**src/inc/scb_pkg.sv**
```systemverilog
// constants and types shared by the 4-bit synchronous binary counter block
package scb_pkg;

  // counter width and state values
  localparam int               CNT_W    = 4;
  localparam logic [CNT_W-1:0] CNT_RST  = 4'h0;
  localparam logic [CNT_W-1:0] CNT_ONES = 4'hf;

  // clear build selection
  typedef enum logic [0:0] {
    SCB_CLR_ASYNC = 1'b0,
    SCB_CLR_SYNC  = 1'b1
  } scb_clr_mode_t;

  // bus geometry
  localparam int WB_AW = 8;
  localparam int WB_DW = 32;
  localparam int WB_SW = 4;

  // register byte offsets
  localparam logic [WB_AW-1:0] REG_STATUS = 8'h00;
  localparam logic [WB_AW-1:0] REG_PRESET = 8'h04;

  // status field positions
  localparam int ST_COUNT  = 0;
  localparam int ST_TERM   = 4;
  localparam int ST_EN_PAR = 5;
  localparam int ST_EN_TRK = 6;
  localparam int ST_LOAD_N = 7;
  localparam int ST_CLR_N  = 8;
  localparam int ST_MODE   = 9;
  localparam int ST_W      = 10;

  // reset values
  localparam logic [WB_DW-1:0] WB_DAT_RST = 32'h0000_0000;
  localparam logic [ST_W-1:0]  ST_RST     = 10'h000;

endpackage

```
**src/scb_carry.sv**
```systemverilog
// look-ahead toggle terms for a binary up-counter
`timescale 1ns/1ns
module scb_carry #(
  parameter int W = 4
) (
  input  wire logic [W-1:0] q_i,        // present state
  input  wire logic         en_i,       // both count enables high
  output logic      [W-1:0] toggle_o,   // bits that flip at the edge
  output logic              all_ones_o  // state is all ones
);

  // each bit sees every lower bit at once, so no ripple through stages
  genvar i;
  generate
    for (i = 0; i < W; i++) begin : g_bit
      if (i == 0) begin : g_lsb
        assign toggle_o[i] = en_i;
      end else begin : g_up
        assign toggle_o[i] = en_i & (&q_i[i-1:0]);
      end
    end
  endgenerate

  // terminal state decode
  assign all_ones_o = &q_i;

endmodule

```
**src/scb_wb.sv**
```systemverilog
// classic wishbone slave: registered ack and read data, write strobe on the ack cycle
`timescale 1ns/1ns
module scb_wb (
  input  wire logic                      clk_i,     // system clock
  input  wire logic                      rst_i,     // sync reset, high
  input  wire logic                      wb_cyc_i,  // bus cycle
  input  wire logic                      wb_stb_i,  // strobe
  input  wire logic                      wb_we_i,   // write
  input  wire logic [scb_pkg::WB_DW-1:0] rd_data_i, // decoded read value
  output logic                           wb_ack_o,  // acknowledge
  output logic      [scb_pkg::WB_DW-1:0] wb_dat_o,  // read data
  output logic                           wr_o       // write takes effect now
);
  import scb_pkg::*;

  logic req;

  // one answer per request; ack drops the cycle after it was given
  assign req = wb_cyc_i & wb_stb_i;

  // ack and read data are registered together, one cycle after the request
  always_ff @(posedge clk_i) begin
    if (rst_i) begin
      wb_ack_o <= 1'b0;
      wb_dat_o <= WB_DAT_RST;
    end else begin
      wb_ack_o <= req & ~wb_ack_o;
      wb_dat_o <= (req & ~wb_ack_o & ~wb_we_i) ? rd_data_i : WB_DAT_RST;
    end
  end

  // write lands on the edge where the master sees ack high
  assign wr_o = req & wb_we_i & wb_ack_o;

endmodule

```
**src/scb_counter.sv**
```systemverilog
// 4-bit synchronous binary counter with preset, two enables and terminal count
`timescale 1ns/1ns
module scb_counter #(
  parameter scb_pkg::scb_clr_mode_t CLEAR_MODE = scb_pkg::SCB_CLR_ASYNC // clear build
) (
  input  wire logic                      clk_i,                   // counter clock
  input  wire logic                      rst_i,                   // sync reset, high
  input  wire logic                      clear_n_i,               // clear, low
  input  wire logic                      parallel_load_n_i,       // load, low
  input  wire logic                      count_enable_parallel_i, // enable, high
  input  wire logic                      count_enable_trickle_i,  // enable, high
  input  wire logic [scb_pkg::CNT_W-1:0] preset_data_in_i,        // preset data
  output logic      [scb_pkg::CNT_W-1:0] count_value_out_o,       // state
  output logic                           count_lsb_out_o,         // state bit 0
  output logic                           terminal_count_out_o,    // terminal count
  input  wire logic                      wb_cyc_i,                // bus cycle
  input  wire logic                      wb_stb_i,                // strobe
  input  wire logic                      wb_we_i,                 // write
  input  wire logic [scb_pkg::WB_AW-1:0] wb_adr_i,                // byte address
  input  wire logic [scb_pkg::WB_SW-1:0] wb_sel_i,                // byte lanes
  input  wire logic [scb_pkg::WB_DW-1:0] wb_dat_i,                // write data
  output logic      [scb_pkg::WB_DW-1:0] wb_dat_o,                // read data
  output logic                           wb_ack_o                 // acknowledge
);
  import scb_pkg::*;

  // state and helpers
  logic [CNT_W-1:0] count;
  logic [CNT_W-1:0] next_count;
  logic [CNT_W-1:0] toggle;
  logic             all_ones;
  logic             count_en;
  logic [CNT_W-1:0] sw_data;
  logic             sw_load;
  logic [ST_W-1:0]  status;
  logic [WB_DW-1:0] rd_data;
  logic             wr;
  logic             preset_hit;

  // -------------------------------------------------------------
  // counting datapath
  // -------------------------------------------------------------

  // both enables must be high to count
  assign count_en = count_enable_parallel_i & count_enable_trickle_i;

  // look-ahead toggle terms, every bit decided in the same cycle
  scb_carry #(
    .W (CNT_W)
  ) u_carry (
    .q_i        (count),
    .en_i       (count_en),
    .toggle_o   (toggle),
    .all_ones_o (all_ones)
  );

  // next state: pin load beats software preset beats counting
  always_comb begin
    next_count = count;
    if (!parallel_load_n_i) begin
      next_count = preset_data_in_i;
    end else if (sw_load) begin
      next_count = sw_data;
    end else begin
      next_count = count ^ toggle;
    end
  end

  // state flops, one clear style per build
  generate
    if (CLEAR_MODE == SCB_CLR_ASYNC) begin : g_async
      // clear acts without the clock; the recovery is the user's concern
      always_ff @(posedge clk_i or negedge clear_n_i) begin
        if (!clear_n_i) begin
          count <= CNT_RST;
        end else if (rst_i) begin
          count <= CNT_RST;
        end else begin
          count <= next_count;
        end
      end
    end else begin : g_sync
      // clear sampled at the edge, so it outranks load and count
      always_ff @(posedge clk_i) begin
        if (rst_i || !clear_n_i) begin
          count <= CNT_RST;
        end else begin
          count <= next_count;
        end
      end
    end
  endgenerate

  // state straight from the flops
  assign count_value_out_o = count;
  assign count_lsb_out_o   = count[0];

  // terminal count must follow the trickle enable without a clock, so it
  // is the one output that is not a flop; it may spike, never clock with it
  assign terminal_count_out_o = count_enable_trickle_i & all_ones;

  // -------------------------------------------------------------
  // register access
  // -------------------------------------------------------------

  scb_wb u_wb (
    .clk_i     (clk_i),
    .rst_i     (rst_i),
    .wb_cyc_i  (wb_cyc_i),
    .wb_stb_i  (wb_stb_i),
    .wb_we_i   (wb_we_i),
    .rd_data_i (rd_data),
    .wb_ack_o  (wb_ack_o),
    .wb_dat_o  (wb_dat_o),
    .wr_o      (wr)
  );

  // only the low byte lane carries the preset value
  assign preset_hit = wr & (wb_adr_i == REG_PRESET) & wb_sel_i[0];

  // preset value kept for read-back
  always_ff @(posedge clk_i) begin
    if (rst_i) begin
      sw_data <= CNT_RST;
    end else if (preset_hit) begin
      sw_data <= wb_dat_i[CNT_W-1:0];
    end
  end

  // one-cycle software load request; a clear in that cycle swallows it
  always_ff @(posedge clk_i) begin
    if (rst_i) begin
      sw_load <= 1'b0;
    end else begin
      sw_load <= preset_hit;
    end
  end

  // pin and state snapshot, one cycle old when read
  always_ff @(posedge clk_i) begin
    if (rst_i) begin
      status <= ST_RST;
    end else begin
      status[ST_COUNT +: CNT_W] <= count;
      status[ST_TERM]           <= terminal_count_out_o;
      status[ST_EN_PAR]         <= count_enable_parallel_i;
      status[ST_EN_TRK]         <= count_enable_trickle_i;
      status[ST_LOAD_N]         <= parallel_load_n_i;
      status[ST_CLR_N]          <= clear_n_i;
      status[ST_MODE]           <= CLEAR_MODE;
    end
  end

  // read decode; unmapped words read as zero
  always_comb begin
    rd_data = WB_DAT_RST;
    unique case (wb_adr_i)
      REG_STATUS: rd_data[ST_W-1:0]  = status;
      REG_PRESET: rd_data[CNT_W-1:0] = sw_data;
      default:    rd_data = WB_DAT_RST;
    endcase
  end

  generate
    if (CLEAR_MODE == SCB_CLR_ASYNC) begin : g_chk_async

    end else begin : g_chk_sync

    end
  endgenerate
endmodule

```
**config.mk**
```make
export PLATFORM = sky130hd
export DESIGN_NAME = scb_counter
export DESIGN_NICKNAME = d
export VERILOG_FILES = /design/src/inc/scb_pkg.sv /design/src/scb_carry.sv /design/src/scb_wb.sv /design/src/scb_counter.sv
export SDC_FILE = /design/constraint.sdc
export NUM_CORES = 1
export LEC_CHECK = 0
export BUFFER_PORTS_ARGS = -buffer_cell sky130_fd_sc_hd__buf_2
export CORE_UTILIZATION = 42
export CTS_CLUSTER_SIZE = 12
export DETAILED_ROUTE_END_ITERATION = 8
export PLACE_DENSITY = 0.85
export SYNTH_ARGS = -nofsm -noshare
export SYNTH_HDL_FRONTEND = slang
export SYNTH_SLANG_ARGS = --single-unit
export TNS_END_PERCENT = 50
```
**constraint.sdc**
```tcl
create_clock -name clk_i -period 2.08 [get_ports clk_i]
set_input_delay 0.416 -clock clk_i [delete_from_list [all_inputs] [get_ports clk_i]]
set_output_delay 0.416 -clock clk_i [all_outputs]
set_load 0.05 [all_outputs]
```
# --- After elaboration in Yosys (flattened, before gate mapping) ---
# Cells that the tools add are included.
op_classes:
  n_reduce_logical: 6
  n_bitwise: 17
  eq_ne: 1
  n_mux: 4
op_table:
  columns: ["operator", "count"]
  rows:
  - ["$and A1 B1 Y1", 12]
  - ["$mux W4", 3]
  - ["$eq A8 B3 Y1 const B", 1]
  - ["$logic_not A8 Y1", 1]
  - ["$pmux W4 S2", 1]
  - ["$not A1 Y1", 4]
  - ["$reduce_and A4 Y1", 1]
  - ["$xor A4 B4 Y4", 1]
  - ["$reduce_and A3 Y1", 1]
  - ["$reduce_or A3 Y1", 1]
  - ["$reduce_and A2 Y1", 1]
  - ["$reduce_or A2 Y1", 1]
word_totals:
  regBits: 52
  inputBits: 57

# --- Longest topological paths before layout ---
# Gate-level depths: netlist of the first run.
logic_depth:
  ltp_word: 6
  ltp_mapped: 6
  ltp_nobuf: 4

# --- By module ---
# A second synthesis of the first run with hierarchy kept.
unflattened:
  hier_cells: 163
  area_unflattened_um2: 1810.5
modules_own_cells:
  columns: ["mod", "cells_each", "seq_area_each_um2", "instances", "area_each_um2"]
  rows:
  - ["scb_wb", 75, 660.6, 1, 934.6]
  - ["scb_counter", 83, 380.4, 1, 835.8]
  - ["scb_carry", 5, 0.0, 1, 40.0]

# --- Worst setup path before layout of the first run ---
# Ideal clock, no wire load.
synth_path:
  path_type: "reg-to-output"
  startpoint: "reg count[0], in the netlist count_value_out_o[0]"
  endpoint: "out terminal_count_out_o"
  slack_ns: 0.148
  n_path_buf: 0
  arrival_ns: 1.516
  path_stages_with_launch: 3
  path_cell_list: "dfrtp_1 > nand3_1 > nor2_1"
synth_between:
  elab_chain_cells: 2
synth_lines:
  columns: ["item", "line", "text"]
  rows:
  - ["start: declaration", "scb_counter.sv:28", "logic [CNT_W-1:0] count;"]
  - ["start signal: assignment", "scb_counter.sv:79", "count <= next_count;"]
  - ["$reduce_and A4 Y1", "scb_carry.sv:25", "assign all_ones_o = &q_i;"]
  - ["$and A1 B1 Y1", "scb_counter.sv:100", "assign terminal_count_out_o = count_enable_trickle_i & all_ones;"]
  - ["end: declaration", "scb_counter.sv:15", "output logic terminal_count_out_o,"]
# No other way between the ends.

# --- Worst setup path after layout of the first run ---
# Ends and elaborated chain as after synthesis.

==> results.py, run 1 <==
metrics = {
    "placement": {
        "port_buffers": 41,
        "dp.final_hpwl_mm": 1.57,
        "globalplace.congestion": 0.763,
        "place_area_um2": 1380,
    },
    "critical_path": {
        "reg2regPathDepth": 4,
        "crit_path_start_kind": "register",
        "arrival_ps": 1310,
        "r2r_end": "count_value_out_o[3]$_DFF_PN0_",
        "r2r-start": "count_value_out_o[0]$_DFF_PN0_",
        "worst-r2r-setup-slack_ps": 780,
        "worstPathMaxFanout": 7,
        "worstSetupPathType": "reg -> out",
        "cp.required_ps": 1660,
        "end_kind": "output port",
    },
    "global_route": {
        "grt_pass1_wl_mm": 3.32,
        "grt_pass1_vias": 764,
        "antenna_found_initial": 0,
        "grt_overflow": 0,
        "grt_start_max_net_pins": 19,
        "grt_use_total": 0.136,
    },
    "finish": {
        "final_util": 0.517,
        "drive_above_1_share": 0.303,
        "syn_to_final_growth_pct": 15.1,
        "final_nets": 223,
        "fin_area_um2": 1440,
        "diodes": 0,
    },
    "drt": {
        "ant_nets": 0,
        "vias": 877,
        "viasPerCell": 4.47,
        "met2WireLength_mm": 1.10,
        "dr.first_iter.drc_count": 12,
        "wl_per_cell_um": 10.8,
        "m1WireLength_um": 866,
        "wirelength_mm": 2.11,
        "dr_wl_met3_um": 121,
        "drc": 0,
        "first_pass_iters": 4,
        "topRoutingLayerUsed": "met4",
    },
    "floorplanning": {
        "design.core.area_um2": 2780,
        "fp-row-count": 19,
        "die_w_um": 56.5,
        "io_pins": 96,
        "die_h_um": 56.5,
        "dieArea_um2": 3200,
        "initial_core_util": 0.449,
    },
    "logic_synthesis": {
        "syn_inst": 124,
        "synth_top_family_by_area": "simple AND/OR/NAND/NOR gates",
        "synth-seq-cells": 28,
        "synth_area_um2": 1250,
        "seq_area_frac_synth": 0.465,
        "synth_top_cell_by_area": "dfxtp_1",
        "synth_area_per_cell_um2": 10.1,
        "synthAdderAreaFrac": 0,
        "muxShareOfSynthArea": 0.0721,
        "synthXorXnorAreaFrac": 0.0140,
        "yosys_warnings": 0,
        "synth_compound_area_frac": 0.0461,
        "ys_types": 29,
        "yosysTopAreaCellShare": 0.385,
        "synthSimpleGateAreaFrac": 0.236,
        "yosys-top-cells-area": "dfxtp_1 38%, buf_4 14%, dfrtp_1 8.0%",
    },
    "timing": {
        "max_freq_mhz": 578,
        "finalSetupViolations": 0,
        "period_share": 0.831,
        "fin_skew_ps": 2.42,
        "hold_viol": 0,
        "maxSlewViolCount": 0,
        "rsz0062_at_grt": "false",
        "fin_tns_setup_ps": 0,
        "post-route-min-period_ps": 1730,
    },
    "worst_hold_path": {
        "whs_endpoint": "sw_data[2]$_SDFFE_PP0P_",
        "hold_depth": 3,
        "min_from": "wb_dat_i[2]",
        "hold_path_class": "in -> reg",
    },
    "clock_network": {
        "cts_sinks": 28,
        "htree_levels": 1,
        "cts_tree": "done",
        "post_cts_resize_count": 0,
        "postCtsHoldBufs": 1,
        "post-cts-setup-buffers": 0,
        "cts_root_buf": "clkbuf_4",
        "clk_latency_ps": 320,
        "cts_made_buffers": 3,
        "path_clk_slew_ps": 140,
        "cts_buffer_depth": 2,
    },
    "flow_run": {
        "maxCapViolCount": 0,
    },
    "power": {
        "leakagePower_nw": 0.716,
        "finalPower_mw": 1.10,
        "vdd_drop_max_uv": 563,
        "power.density_nw_per_um2": 766,
    },
    "run_status": {
        "status": "completed",
    },
}
-- sequential cells by signal (all words and copies together) (netlist names) --
register / flops
status: 9
sw_load: 1
u_wb.wb_dat_o: 9
sw_data: 4
u_wb.wb_ack_o: 1
count_value_out_o: 4
-- cell usage in the layout, fill, tap and decap left out, drive strengths merged, types with 2 or more instances in the layout --
cell	instances
and4	3
and2	7
clkbuf	3
buf	41
nor2	12
nor2b	10
a21oi	2
conb	23
nand2	6
xor2	2
dfxtp	24
o21ai	5
mux2i	9
dfrtp	4
-- critical path, stage by stage, from the launching register on --
cell and delay, ps:
dfrtp_1 480, nand3_1 100, nor2_1 140, buf_2 280
-- metal layers --
layer / global-route usage / vias up
li1: - / 441
met1: 0.151 / 398
met2: 0.245 / 36
met3: 0.0207 / 2
met4: 0.0732 / 0
met5: 0 / -
-- worst max-delay path by stage --
| stage | to | slack [ps] | cells past startpoint | from |
|---|---|---|---|---|
| after floorplan | terminal_count_out_o | 150 | 2 | count_value_out_o[0]$_DFF_PN0_ |
| after global placement | sw_data[2]$_SDFFE_PP0P_ | 440 | 5 | wb_adr_i[5] |
| after detailed placement | sw_data[0]$_SDFFE_PP0P_ | 440 | 5 | wb_adr_i[5] |
| after CTS | terminal_count_out_o | 350 | 3 | count_value_out_o[0]$_DFF_PN0_ |
| after global routing | terminal_count_out_o | 210 | 3 | count_value_out_o[0]$_DFF_PN0_ |
| final | terminal_count_out_o | 350 | 3 | count_value_out_o[0]$_DFF_PN0_ |
-- where the power goes --
part	total, mW	switching, mW	internal, mW
Combinational	0.196	0.154	0.0420
Sequential	0.560	0.00942	0.551
Clock	0.344	0.149	0.195
Total	1.10	0.313	0.788
-- logic make-up (layout without fill, tap and decap cells) --
group / Yosys count / after routing
flops: 28 / 28
mux: 9 / 9
compound gates: 10 / 10
buf+inv: 28 / 47
simple gates: 46 / 46
xor+xnor: 2 / 2
other cells: 1 / 23
-- Yosys cell counts --
cell / count
nand2_1: 6
nand4b_4: 1
o21ai_0: 5
a21oi_1: 2
nor4_4: 1
inv_1: 1
mux2i_1: 9
dfrtp_1: 4
and3_1: 1
nand3_1: 1
xor2_1: 2
dfxtp_1: 24
nor2b_1: 10
and2_1: 7
nand2b_1: 1
nor3b_1: 1
buf_4: 24
a31oi_1: 1
clkbuf_1: 1
and4_1: 3
nor3_2: 1
and4bb_2: 1
buf_2: 1
conb_1: 1
buf_6: 1
nor2_1: 11
a22o_1: 1
o211ai_1: 1
nor2_2: 1
-- final cells by class --
| class | instances | area [µm²] |
|---|---|---|
| Clock buffer | 3 | 22.5 |
| Tap cell | 31 | 38.8 |
| Timing Repair Buffer | 42 | 215 |
| Clock inverter | 1 | 30.0 |
| Fill cell | 261 | 1340 |
| Sequential cell | 28 | 581 |
| Multi-Input combinational cell | 90 | 547 |
| Inverter | 1 | 3.75 |
-- metrics by stage --
step | std cells | hold slack [ps] | setup WS (ps)
2_1_floorplan | 146 | 120 | 148
3_3_place_gp | 191 | 225 | 437
3_5_place_dp | 191 | 226 | 435
4_1_cts | 196 | 309 | 347
5_1_grt | 196 | 311 | 208
6_report | 196 | 319 | 351
(Power assumes the default switching activity.)
==> run 2: changes to the inputs <==
ABC_AREA = 1   (was not set)
CORE_UTILIZATION = 36   (was 42)
PLACE_DENSITY = 0.76   (was 0.85)
clock period = 1.4 ns   (was 2.08 ns; I/O delays follow)
==> run 2 against run 1 <==
Effect of this change:
- the run now ends with setup timing left
- sequential share of layout area is 3.8 points lower
- die area is 22% higher
- register-to-register slack worse by 480 ps
- count of clock-buffer cells in the layout increased by 1
- area after synthesis is 5.1% higher
- final cell count rose by 32%
- clock power increased by 28%
==> results.py, run 2 <==
metrics = {
    "placement": {
        "placed_cells": 251,
        "dp.final_hpwl_mm": 1.73,
        "globalplace.congestion": 0.803,
        "port_buffers": 41,
    },
    "timing": {
        "fin_skew_ps": 0.540,
        "hold_viol": 0,
        "post-route-min-period_ps": 1480,
        "finalSetupViolations": 1,
        "max_freq_mhz": 677,
        "worst_slack_ps": -76.6,
        "whs_ps": 176,
        "maxSlewViolCount": 0,
        "period_share": 1.05,
        "rsz0062_at_grt": "true",
    },
    "power": {
        "vdd_drop_max_uv": 330,
        "leakagePower_nw": 0.825,
        "power.density_nw_per_um2": 1010,
    },
    "critical_path": {
        "crit_path_top_delay_cell": "dfrtp_2",
        "end_kind": "output port",
        "cp_slowest_stage_delay_ps": 400,
        "arrival_ps": 1200,
        "crit_path_start_kind": "register",
        "critPathBufInv": 2,
        "cpLargestDelayFamily": "flip-flops",
        "worstPathMaxFanout": 3,
        "crit_path_cell_trace": "inv_2 > nor2_4 > nand2_2 > nor2_4 > buf_6",
        "cp_common_cell": "nor2_4",
        "worstSetupPathType": "reg -> out",
        "cp.required_ps": 1120,
    },
    "global_route": {
        "grt_pass1_vias": 966,
        "grt_start_max_net_pins": 17,
        "antenna_found_initial": 0,
        "grt_pass1_wl_mm": 3.84,
        "grt_use_total": 0.119,
        "grt_overflow": 0,
    },
    "worst_hold_path": {
        "hold_path_class": "in -> reg",
    },
    "drt": {
        "ant_nets": 0,
        "first_pass_iters": 4,
        "dr.first_iter.drc_count": 49,
        "wl_per_cell_um": 8.55,
        "vias": 1064,
        "drc": 0,
        "wirelength_mm": 2.21,
        "viasPerCell": 4.12,
    },
    "logic_synthesis": {
        "synthArstFlopShare": 0.143,
        "syn_inst": 166,
        "ys_types": 20,
        "seq_area_frac_synth": 0.442,
        "yosys-top-cells-area": "dfxtp_1 37%, buf_4 14%, dfrtp_1 7.6%",
        "synth_common_cells": "24 x buf_4, 24 x dfxtp_1, 21 x inv_1",
        "yosys_warnings": 0,
        "synth_edf_count": 0,
        "synth-seq-cells": 28,
        "synth_area_um2": 1310,
        "synth_area_per_cell_um2": 7.91,
        "yosysTopAreaCellShare": 0.366,
        "synth_top_cell_by_area": "dfxtp_1",
        "ys.flop_type": "dfxtp_1",
    },
    "floorplanning": {
        "fp-row-count": 21,
        "io_pins": 96,
        "die_h_um": 62.4,
        "die_w_um": 62.4,
        "dieArea_um2": 3890,
        "initial_core_util": 0.384,
        "design.core.area_um2": 3420,
    },
    "clock_network": {
        "clk_latency_ps": 310,
        "cts_root_buf": "clkbuf_4",
        "cts_tree": "done",
        "cts_buffer_depth": 2,
        "cts_made_buffers": 3,
        "cts_sinks": 28,
        "htree_levels": 1,
        "path_clk_slew_ps": 140,
    },
    "finish": {
        "final_nets": 270,
        "top_regs": "status x9, u_wb.wb_dat_o x9",
        "final_cell_mix": "38 x buf_2, 24 x dfxtp_1, 23 x conb_1",
        "drive_above_1_share": 0.325,
        "layout_commonest_cell": "buf_2",
        "layout.cells.non_filler": 258,
        "syn_to_final_growth_pct": 21.6,
        "fill_cells": 346,
        "multi_input_area_um2": 561,
        "seq_area_um2": 584,
        "diodes": 0,
    },
    "run_status": {
        "status": "complete, but fails checks",
        "violations": "setup timing",
    },
    "flow_run": {
        "maxCapViolCount": 0,
    },
}
==> run 2: changes by cell type after synthesis, sizes merged, moves of 2 or more <==
cell	before	now
nand3	1	20
and4	3	0
nor2b	10	0
nand2	6	21
a21oi	2	12
and2	7	0
xor2	2	0
nor2	12	28
inv	1	21
mux2i	9	0
==> run 2: layer usage <==
layer	track usage	wire length, µm	vias to the layer above
met1	0.130	950	461
met4	0.0436	0	0
li1	-	-	567
met5	0	0	-
met2	0.231	1130	36
met3	0.0182	124	0
==> run 2: repair_timing <==
action                                  in CTS  in global routing
endpoints found under the setup margin       1                  4
hold buffers                                 1                  0
setup buffers                                2                  1
pin swaps                                    3                  1
gates resized for setup                      4                  7
hold endpoints to repair                     4                  0
==> run 2: metrics by stage <==
step                worst slack [ps]  power (mW)  setup TNS [ps]  instance area (µm²)   util
floorplan                      -26.5        1.14           -26.5                 1410      -
global route                    -155        1.68            -180                 1600  0.467
global placement                92.0        1.16               0                 1490  0.437
CTS                            -86.8        1.61           -86.8                 1580  0.463
finish                         -76.6        1.61           -76.6                 1600  0.467
detailed placement              84.5        1.17               0                 1490  0.437
==> run 2: layout make-up <==
class | instances | area share
clock buffer | 4 | 0.0298
timing repair buffer | 46 | 0.168
inverter | 21 | 0.0494
multi-input combinational | 113 | 0.351
tap | 46 | 0.0361
sequential | 28 | 0.366
==> run 2: cell families (layout without fill, tap and decap cells) <==
family,after synthesis,in the layout,share of synthesized area
AND/OR/NAND/NOR,73,73,0.279
buffers and inverters,47,71,0.209
flip-flops,28,28,0.442
AO/OA/AOI/OAI,17,17,0.0667
other,1,23,0.00286
==> run 2: worst paths after layout <==
check / from / endpoint / slack (ps) / cells after the start
setup / recovery: count_value_out_o[2]$_DFF_PN0_ / terminal_count_out_o / -80 / 5
min in group asynchronous: clear_n_i / count_value_out_o[2]$_DFF_PN0_ / 280 / 2
max in group asynchronous: clear_n_i / count_value_out_o[1]$_DFF_PN0_ / 990 / 2
hold / removal: count_enable_parallel_i / status[5]$_SDFF_PP0_ / 180 / 3
hold reg to reg: status[5]$_SDFF_PP0_ / u_wb.wb_dat_o[5]$_SDFF_PP0_ / 430 / 2
setup reg to reg: u_wb.wb_ack_o$_SDFF_PP0_ / u_wb.wb_dat_o[8]$_SDFF_PP0_ / 300 / 4
==> run 2: where the power goes <==
part / switching (mW) / leakage, nW / internal [mW]
Clock: 0.222 / 0.0261 / 0.218
Combinational: 0.260 / 0.556 / 0.0747
Sequential: 0.0102 / 0.243 / 0.821
==> run 2: tightest hold or removal path, delay by kind of cell <==
| kind | cells | cell delay [ps] |
|---|---|---|
| AND/OR/NAND/NOR | 1 | 30 |
| buffers and inverters | 2 | 160 |
==> run 3: changes to the inputs <==
ABC_CLOCK_PERIOD_IN_PS = 1400   (was not set)
CTS_BUF_LIST = sky130_fd_sc_hd__clkbuf_16   (was not set)
SETUP_SLACK_MARGIN = 0.1   (was not set)
==> run 3 against run 2 <==
Effect of this change:
- the flow still finishes with violations (setup timing)
- clock power grew 70%
- die area is the same
- critical endpoint unchanged
- first-iteration DRC count shrank 63%
- combinational power grew 2%
- fmax grew 2.3%
- core utilization grew 2.6 points
- highest routed layer is now met4
- final cell count grew 1.6%
- power grew 20%
- largest cell class unchanged
==> results.py, run 3 (synthesis gave the netlist of run 2 again) <==
metrics = {
    "run_status": {
        "status": "complete, but fails checks",
        "violations": "setup timing",
    },
    "finish": {
        "diodes": 0,
        "fill_cells": 331,
        "syn_to_final_growth_pct": 28.5,
        "drive_above_1_share": 0.343,
        "final_util": 0.494,
        "layout_commonest_cell": "buf_2",
        "final_nets": 274,
        "top_regs": "status x9, u_wb.wb_dat_o x9",
        "final_cell_mix": "37 x buf_2, 23 x conb_1, 23 x dfxtp_1",
    },
    "clock_network": {
        "cts_buffer_depth": 2,
        "cts_sinks": 28,
        "cts_root_buf": "clkbuf_16",
        "path_clk_slew_ps": 60,
        "htree_levels": 1,
        "cts_tree": "done",
        "clk_latency_ps": 260,
        "cts_made_buffers": 3,
    },
    "floorplanning": {
        "initial_core_util": 0.384,
        "io_pins": 96,
        "dieArea_um2": 3890,
        "die_h_um": 62.4,
        "die_w_um": 62.4,
        "fp-row-count": 21,
        "design.core.area_um2": 3420,
    },
    "power": {
        "power.density_nw_per_um2": 1140,
        "leakagePower_nw": 0.868,
        "vdd_drop_max_uv": 464,
    },
    "timing": {
        "rsz0062_at_grt": "true",
        "worst_slack_ps": -43.8,
        "max_freq_mhz": 693,
        "fin_tns_setup_ps": -43.8,
        "finalSetupViolations": 1,
        "hold_viol": 0,
        "fin_skew_ps": 1.66,
        "period_share": 1.03,
        "maxSlewViolCount": 0,
        "post-route-min-period_ps": 1440,
    },
    "placement": {
        "dp.final_hpwl_mm": 1.71,
        "globalplace.congestion": 0.830,
        "port_buffers": 41,
    },
    "critical_path": {
        "end_kind": "output port",
        "crit_path_start_kind": "register",
        "worstPathMaxFanout": 2,
        "arrival_ps": 1160,
        "cp.required_ps": 1120,
        "worstSetupPathType": "reg -> out",
    },
    "drt": {
        "wl_per_cell_um": 9.05,
        "wirelength_mm": 2.37,
        "dr.first_iter.drc_count": 18,
        "drc": 0,
        "viasPerCell": 4.21,
        "vias": 1102,
        "first_pass_iters": 4,
        "ant_nets": 0,
    },
    "global_route": {
        "grt_overflow": 0,
        "antenna_found_initial": 0,
        "grt_use_total": 0.128,
        "grt_start_max_net_pins": 17,
        "grt_pass1_vias": 983,
        "grt_pass1_wl_mm": 3.99,
    },
    "worst_hold_path": {
        "hold_path_class": "in -> reg",
    },
    "flow_run": {
        "maxCapViolCount": 0,
    },
}
-- run 3: cell count changes in the layout (fill, tap and decap cells not counted), sizes merged --
cell / change
buf: +4
-- run 3: metrics by stage --
| stage | power [mW] | instance area, µm² | hold WS (ps) | cells | worst slack (ps) |
|---|---|---|---|---|---|
| final | 1.92 | 1690 | 249 | 262 | -43.8 |
| after CTS | 1.92 | 1650 | 239 | 259 | -16.0 |
| after floorplan | 1.14 | 1410 | -15.6 | 188 | -26.5 |
| after detailed placement | 1.16 | 1500 | 92.3 | 251 | 83.1 |
| after global placement | 1.16 | 1500 | 92.5 | 251 | 89.2 |
| after global routing | 2.00 | 1690 | 250 | 262 | -97.9 |
-- run 3: final cells by class --
class,instances,area (µm²),share of cell area
Clock buffer,4,100,0.0593
Timing Repair Buffer,50,304,0.180
Tap cell,46,57.6,0.0341
Inverter,21,78.8,0.0467
Multi-Input combinational cell,113,561,0.332
Sequential cell,28,586,0.347
-- run 3: worst max-delay path: stages, from the launching register on --
cell and delay [ps]:
dfrtp_2 380, nand2_2 70, nor2_4 110, nand2_2 80, nor2_4 120, buf_8 150
-- run 3: worst paths after layout --
kind                                                start                              to  slack [ps]  cells past startpoint
setup / recovery           count_value_out_o[1]$_DFF_PN0_            terminal_count_out_o         -40                      5
hold / removal                    count_enable_parallel_i            status[5]$_SDFF_PP0_         250                      3
setup reg to reg           count_value_out_o[1]$_DFF_PN0_  count_value_out_o[3]$_DFF_PN0_         270                      7
hold reg to reg                      status[5]$_SDFF_PP0_     u_wb.wb_dat_o[5]$_SDFF_PP0_         420                      2
max in group asynchronous                       clear_n_i  count_value_out_o[0]$_DFF_PN0_         920                      2
min in group asynchronous                       clear_n_i  count_value_out_o[3]$_DFF_PN0_         350                      2
-- run 3: what timing repair did --
item / in CTS / in global routing
endpoints found under the hold margin: 4 / 0
hold buffers: 1 / 0
gates resized for setup: 7 / 4
cloned: 0 / 0
buffers inserted: 3 / 3
pin swaps: 4 / 3
setup endpoints to repair: 1 / 4
-- run 3: routing by layer --
layer / share of wire / vias up / global-route usage / wire length [µm]
met1: 0.40 / 484 / 0.135 / 953
li1: - / 571 / - / -
met4: 0.027 / 0 / 0.0872 / 64
met2: 0.52 / 41 / 0.238 / 1230
met3: 0.051 / 6 / 0.0109 / 120
met5: 0 / - / 0 / 0
-- run 3: power breakdown --
group / switching [mW] / internal, mW
combinational: 0.261 / 0.0790
sequential: 0.0105 / 0.821
clock: 0.252 / 0.497
total: 0.523 / 1.40
